**config.mk**
```make
export PLATFORM = sky130hd
export DESIGN_NAME = pmd_descriptor
export DESIGN_NICKNAME = d
export VERILOG_FILES = /design/src/hdl/pmd_pkg.sv /design/src/hdl/pmd_descriptor.sv
export VERILOG_INCLUDE_DIRS = /design/src /design/src/hdl
export SDC_FILE = /design/constraint.sdc
export NUM_CORES = 1
export LEC_CHECK = 0
export ABC_CLOCK_PERIOD_IN_PS = 2500
export BUFFER_PORTS_ARGS = -buffer_cell sky130_fd_sc_hd__buf_2
export CORE_MARGIN = 4
export CORE_UTILIZATION = 40
export DETAILED_ROUTE_END_ITERATION = 10
export PLACE_DENSITY = 0.75
export SYNTH_ARGS = -nofsm -noshare
export SYNTH_HDL_FRONTEND = slang
export SYNTH_SLANG_ARGS = --single-unit
```
**constraint.sdc**
```tcl
create_clock -name clk -period 2.5 [get_ports clk]
set_input_delay 0.75 -clock clk [delete_from_list [all_inputs] [get_ports clk]]
set_output_delay 0.75 -clock clk [all_outputs]
set_load 0.02 [all_outputs]
```
**src/hdl/pmd_map.svh**
```systemverilog
// Offsets, field values and layout constants of the protection map descriptor
`ifndef PMD_MAP_SVH
`define PMD_MAP_SVH

// Parameter table window covered by this block
`define PMD_BASE_ADDR      12'h240
`define PMD_LAST_ADDR      12'h25f
`define PMD_TOP_START_ADDR 12'h25e
`define PMD_TOP_END_ADDR   12'h25f

// Descriptor field positions within one section word
`define PMD_FLD_TYPE       2'h0
`define PMD_FLD_COUNT      2'h1
`define PMD_FLD_FIRST      2'h2
`define PMD_FLD_LAST       2'h3

// Sector type codes
`define PMD_TYPE_8K        8'h02
`define PMD_TYPE_32K       8'h03
`define PMD_TYPE_64K       8'h04

// Density constant and its lookup
`define PMD_DENSITY_M      4'h7
`define PMD_ZERO_LOC       8'h00

// Per-section adders and counts
`define PMD_S1_COUNT       8'h02
`define PMD_S1_FIRST       8'hff
`define PMD_S1_LAST        8'h06
`define PMD_S2_COUNT       8'h00
`define PMD_S2_FIRST       8'hfd
`define PMD_S2_LAST        8'hfd
`define PMD_S3_COUNT       8'h07
`define PMD_S3_FIRST       8'h00
`define PMD_S3_LAST        8'hfc
`define PMD_S4_COUNT       8'h00
`define PMD_S4_FIRST       8'hfe
`define PMD_S4_LAST        8'hfe
`define PMD_S5_COUNT       8'h02
`define PMD_S5_FIRST       8'h07
`define PMD_S5_LAST        8'h0e

// Unmapped read value
`define PMD_UNMAPPED_DATA  8'h00

`endif

```
**src/hdl/pmd_pkg.sv**
```systemverilog
// Types of the protection map descriptor
package pmd_pkg;

  typedef struct packed {
    logic [7:0] sector_type;
    logic [7:0] sector_count;
    logic [7:0] lock_bit_first_index;
    logic [7:0] lock_bit_last_index;
  } pmd_section_t;

  typedef struct packed {
    logic [11:0] addr;
    logic        rd;
    logic        wr;
    logic [7:0]  wdata;
  } pmd_bus_req_t;

  typedef struct packed {
    logic [7:0] rdata;
    logic       rvalid;
    logic [8:0] decoded_first;
    logic [8:0] decoded_last;
    logic [8:0] decoded_blocks;
    logic       first_is_read_lock;
    logic [2:0] sel_section;
  } pmd_state_t;

endpackage

```
**src/hdl/pmd_descriptor.sv**
```systemverilog
// Protection map descriptor table with bit index decode
`timescale 1ns/1ns
`default_nettype none
`include "pmd_map.svh"

// Functional notes
// - Byte 25Eh returns top start adder 07h
// - Byte 25Fh returns top end adder 0Eh
// - 8K groups: odd bits read, even write
// - Descriptor: type, count, first, last fields
// - Type code names standard size entry
// - Repeated sizes get separate sections
// - Start 00h is bit zero, else adder
// - Lock bits consecutive, two per 8K block, one per other block
// - Bottom-up 8K,32K,64K run,32K,8K layout
// - Types: 8K=2, 32K=3, 64K=4
// - Count 2^n, or 2^m-2 for 64K
// - Density constant m is seven here
// - Adders are 8-bit two's complement
// - End field always holds signed adder
// - Section three: 126 blocks, end FCh
module pmd_descriptor #(
  parameter logic [3:0] DENSITY_M = `PMD_DENSITY_M
) (
  // Clock and reset
  input  wire logic              clk,
  input  wire logic              reset,
  // Register port
  input  wire pmd_pkg::pmd_bus_req_t bus_req,
  output logic [7:0]             rdata,
  // Decode of the selected section
  input  wire logic [2:0]        decode_sel,
  output logic [8:0]             decoded_first,
  output logic [8:0]             decoded_last,
  output logic [8:0]             decoded_blocks,
  output logic                   first_is_read_lock
);
  import pmd_pkg::*;

  // ==========================================================
  // Section table
  pmd_section_t sections [5];
  assign sections[0] = '{`PMD_TYPE_8K,  `PMD_S1_COUNT, `PMD_S1_FIRST, `PMD_S1_LAST};
  assign sections[1] = '{`PMD_TYPE_32K, `PMD_S2_COUNT, `PMD_S2_FIRST, `PMD_S2_LAST};
  assign sections[2] = '{`PMD_TYPE_64K, `PMD_S3_COUNT, `PMD_S3_FIRST, `PMD_S3_LAST};
  assign sections[3] = '{`PMD_TYPE_32K, `PMD_S4_COUNT, `PMD_S4_FIRST, `PMD_S4_LAST};
  assign sections[4] = '{`PMD_TYPE_8K,  `PMD_S5_COUNT, `PMD_S5_FIRST, `PMD_S5_LAST};

  // ==========================================================
  // Index arithmetic
  function automatic logic [8:0] adder_to_index(input logic [7:0] c, input logic is_first);
    logic [8:0] base;
    base = 9'h001 + (9'h001 << DENSITY_M);
    if (is_first && c == `PMD_ZERO_LOC) begin
      adder_to_index = 9'h000;
    end else begin
      adder_to_index = base + {c[7], c};
    end
  endfunction

  function automatic logic [8:0] block_count(input pmd_section_t s);
    if (s.sector_type == `PMD_TYPE_64K) begin
      block_count = (9'h001 << DENSITY_M) - 9'h002;
    end else begin
      block_count = 9'h001 << s.sector_count[3:0];
    end
  endfunction

  // ==========================================================
  // State
  pmd_state_t state_ff;
  pmd_state_t nxt_state;

  always_comb begin
    logic [5:0]   off;
    pmd_section_t s;
    off = 6'h00;
    s = '0;
    nxt_state = state_ff;
    off = 6'(bus_req.addr - `PMD_BASE_ADDR);
    nxt_state.rvalid = bus_req.rd;
    if (bus_req.rd) begin
      if (bus_req.addr >= `PMD_BASE_ADDR && bus_req.addr <= `PMD_LAST_ADDR && off[5:2] >= 4'h3) begin
        s = sections[off[4:2] - 3'h3];
        case (off[1:0])
          `PMD_FLD_TYPE:  nxt_state.rdata = s.sector_type;
          `PMD_FLD_COUNT: nxt_state.rdata = s.sector_count;
          `PMD_FLD_FIRST: nxt_state.rdata = s.lock_bit_first_index;
          default:        nxt_state.rdata = s.lock_bit_last_index;
        endcase
      end else begin
        nxt_state.rdata = `PMD_UNMAPPED_DATA;
      end
    end
    nxt_state.sel_section = (decode_sel > 3'h4) ? 3'h4 : decode_sel;
    s = sections[nxt_state.sel_section];
    nxt_state.decoded_first = adder_to_index(s.lock_bit_first_index, 1'b1);
    nxt_state.decoded_last = adder_to_index(s.lock_bit_last_index, 1'b0);
    nxt_state.decoded_blocks = block_count(s);
    // Odd positions read-lock only inside 8K groups
    nxt_state.first_is_read_lock = (s.sector_type == `PMD_TYPE_8K) && nxt_state.decoded_first[0];
  end

  always_ff @(posedge clk) begin
    if (reset) begin
      state_ff <= '0;
    end else begin
      state_ff <= nxt_state;
    end
  end

  assign rdata              = state_ff.rdata;
  assign decoded_first      = state_ff.decoded_first;
  assign decoded_last       = state_ff.decoded_last;
  assign decoded_blocks     = state_ff.decoded_blocks;
  assign first_is_read_lock = state_ff.first_is_read_lock;

endmodule
`default_nettype wire

```
==> run metrics <==
EDFF count, synth=0; DIE AREA=slightly below 4000 sq um; worst vdd ir=0.365 mV; Seq/Total Area, Yosys=0.389; Max H-tree Level=1; Worst Reg-to-Reg Cells=3; # placed instances=198; Final Hold Fails=0; pre-CTS setup slack=-63.6 ps; Worst Slack Setup Final=roughly 270 ps; most used flip-flop cell after synthesis=dfxtp_1; post-synth cell types=32; internal power=0.498 mW; CTS Buf Count=3; postcts setup bufs=0; Synth Area in Adders=0.137; CTS clk-pin slew, worst paths=between 100 and 150 ps; Compound-Gate Fraction of Synth Area=0.111; Cells after Synth=around 130; RSZ-0062 raised after global routing=false; first-pass GRT wire length=a little over 4000 um; post-CTS sizing=0; combinational share of power=0.206; Worst R2R Setup Slack=1800 ps; core area=roughly 2800 sq um; outcome=finished clean; Ant. Diodes=0; # clock sinks=23; Commonest cells post-synth=dfxtp_1 (23), buf_4 (14), ha_1 (13); Max Slew Vio Count=0; antenna violations before repair=0; gpl congestion=between 0.8 and 0.9; asr flop ratio synth=0; DRT iter0 DRCs=17; CP Data Required Time=2750 ps; fin cells=~200; Bufs on Longest Clock Path=2; post-route ant nets=0; Pwr Density=roughly 490 nW/um^2; Tcrit/Tclk final=0.894; GRT Total Usage=0.125; Ports=between 60 and 70; Final Critical Period=between 2000 and 2500 ps; crit path launch=decode_sel[2]; top-count cell post-synth=dfxtp_1; R2R Path End=rdata[2]$_SDFFE_PP0P_; Placement Rows=19; Die X=approximately 62 um; register share of total power=0.550; crit end category=flip-flop; vias in the first global route=958; Area contributors post-synth=dfxtp_1 (39%), ha_1 (14%), buf_4 (8.9%); Worst EP arrival=between 2000 and 2500 ps; # fillers=278; post-synthesis register bit count=23; Ys Warns=0; Max FO, Critical Path=4; crit path launch type=input port; CTS tree=done; LEAKAGE=between 0.7 and 0.8 nW; Sw Share=0.289; CTS Hold Bufs=0; grt ovf=0; Netlist Area Pre-Place=approximately 1200 sq um; worst r2r src=rdata[2]$_SDFFE_PP0P_; Area Growth Syn to Fin=21.9%; clk_skew=0 ps; post-DP HPWL=roughly 2000 um; post-synthesis xor/xnor area fraction=0; vias post-DR=a little under 1000; max frequency=about 450 MHz; Clock Power Share=0.245; Initial Util=0.426; critical path class=input port to flip-flop; Synth top area share=0.389; PortBufs=50; Synth Area in Simple Gates=0.211; Worst Hold Class=flip-flop to flip-flop; mux share of post-synthesis cell area=0.0169; later-pin clock latency in the skew report=just over 300 ps; net switching power=0.202 mW; layout cells sized above 1=0.386; drt drc=0; cell taking the most area after synthesis=dfxtp_1; CTS root buf=clkbuf_4; WL/cell=around 12 um; fin nets=between 200 and 250; crit path to=decoded_last[4]$_SDFF_PP0_; setup violators final=0; Max-cap violations=0; Via-to-Cell Ratio=approximately 4.9; Mapped Avg Cell Area=9.47 sq um; height of the die=just over 60 um; largest family of logic cells by synthesized area=simple AND/OR/NAND/NOR gates; drt pass-1 iters=4; largest net degree at the start of global routing=24; drt total wl=2450 um
-- registers in the layout, indices dropped and copies added (netlist names) --
name                flops
decoded_first           4
rdata                   5
decoded_last            8
decoded_blocks          5
first_is_read_lock      1
-- how the worst min path moves through the flow --
stage / startpoint / to / slack (ps) / depth (start not counted)
2_1_floorplan: rdata[0]$_SDFFE_PP0P_ / rdata[0]$_SDFFE_PP0P_ / 530 / 2
3_3_place_gp: rdata[0]$_SDFFE_PP0P_ / rdata[0]$_SDFFE_PP0P_ / 450 / 2
3_5_place_dp: rdata[1]$_SDFFE_PP0P_ / rdata[1]$_SDFFE_PP0P_ / 460 / 2
4_1_cts: rdata[0]$_SDFFE_PP0P_ / rdata[0]$_SDFFE_PP0P_ / 480 / 2
5_1_grt: rdata[1]$_SDFFE_PP0P_ / rdata[1]$_SDFFE_PP0P_ / 500 / 2
6_report: rdata[0]$_SDFFE_PP0P_ / rdata[0]$_SDFFE_PP0P_ / 480 / 2
-- power groups by stage --
| stage | clock network (mW) | registers [mW] | logic [mW] |
|---|---|---|---|
| after detailed placement | 0 | 0.393 | 0.144 |
| after floorplan | 0 | 0.413 | 0.0736 |
| after global placement | 0 | 0.393 | 0.139 |
| final | 0.171 | 0.385 | 0.144 |
| after CTS | 0.177 | 0.385 | 0.145 |
| after global routing | 0.190 | 0.387 | 0.160 |
-- logic make-up after synthesis --
| kind of cell | Yosys count |
|---|---|
| and+or+nand+nor | 41 |
| DFF | 23 |
| buffers and inverters | 27 |
| adders and majority gates | 13 |
| AOI/OAI and AO/OA | 18 |
| other | 1 |
| muxes | 2 |
-- stage by stage --
step / hold slack [ps] / instance area [sq um] / TNS [ps] / power [mW] / utilization
2_1_floorplan: 530 / 1190 / 0 / 0.487 / -
3_3_place_gp: 452 / 1420 / -25.3 / 0.532 / 0.509
3_5_place_dp: 463 / 1420 / -63.6 / 0.537 / 0.509
4_1_cts: 483 / 1440 / 0 / 0.707 / 0.519
5_1_grt: 501 / 1440 / 0 / 0.736 / 0.519
6_report: 480 / 1440 / 0 / 0.700 / 0.519
-- routing by layer --
metal | track usage | wire length (um) | vias up
met5 | 0 | 0 | -
met2 | 0.224 | 1250 | 31
met1 | 0.135 | 1030 | 454
met3 | 0.0270 | 141 | 2
li1 | - | - | 502
met4 | 0.0637 | 27 | 0
-- critical path, stage by stage --
cell and delay, ps:
buf_2 120, nand2b_1 170, ha_1 290, or2_2 280, ha_1 220, ha_1 200
or3_1 300, a21oi_1 160
-- cell usage in the layout (no fill, tap or decap), drive strengths merged, types with 3 or more instances in the layout --
master / count
ha: 13
clkbuf: 3
nor2b: 6
nor3: 8
nor2: 9
inv: 10
buf: 57
a21oi: 6
nand2b: 6
dfxtp: 23
conb: 3
-- area by class of cell --
| cell class | count | area, sq um | share of cell area |
|---|---|---|---|
| Sequential cell | 23 | 460 | 0.319 |
| Clock buffer | 3 | 22.5 | 0.0156 |
| Timing Repair Buffer | 57 | 303 | 0.210 |
| Inverter | 10 | 37.5 | 0.0260 |
| Tap cell | 31 | 38.8 | 0.0269 |
| Clock inverter | 1 | 5.00 | 0.00347 |
| Multi-Input combinational cell | 77 | 576 | 0.399 |
No activity file was read; power rests on OpenSTA's default activity.
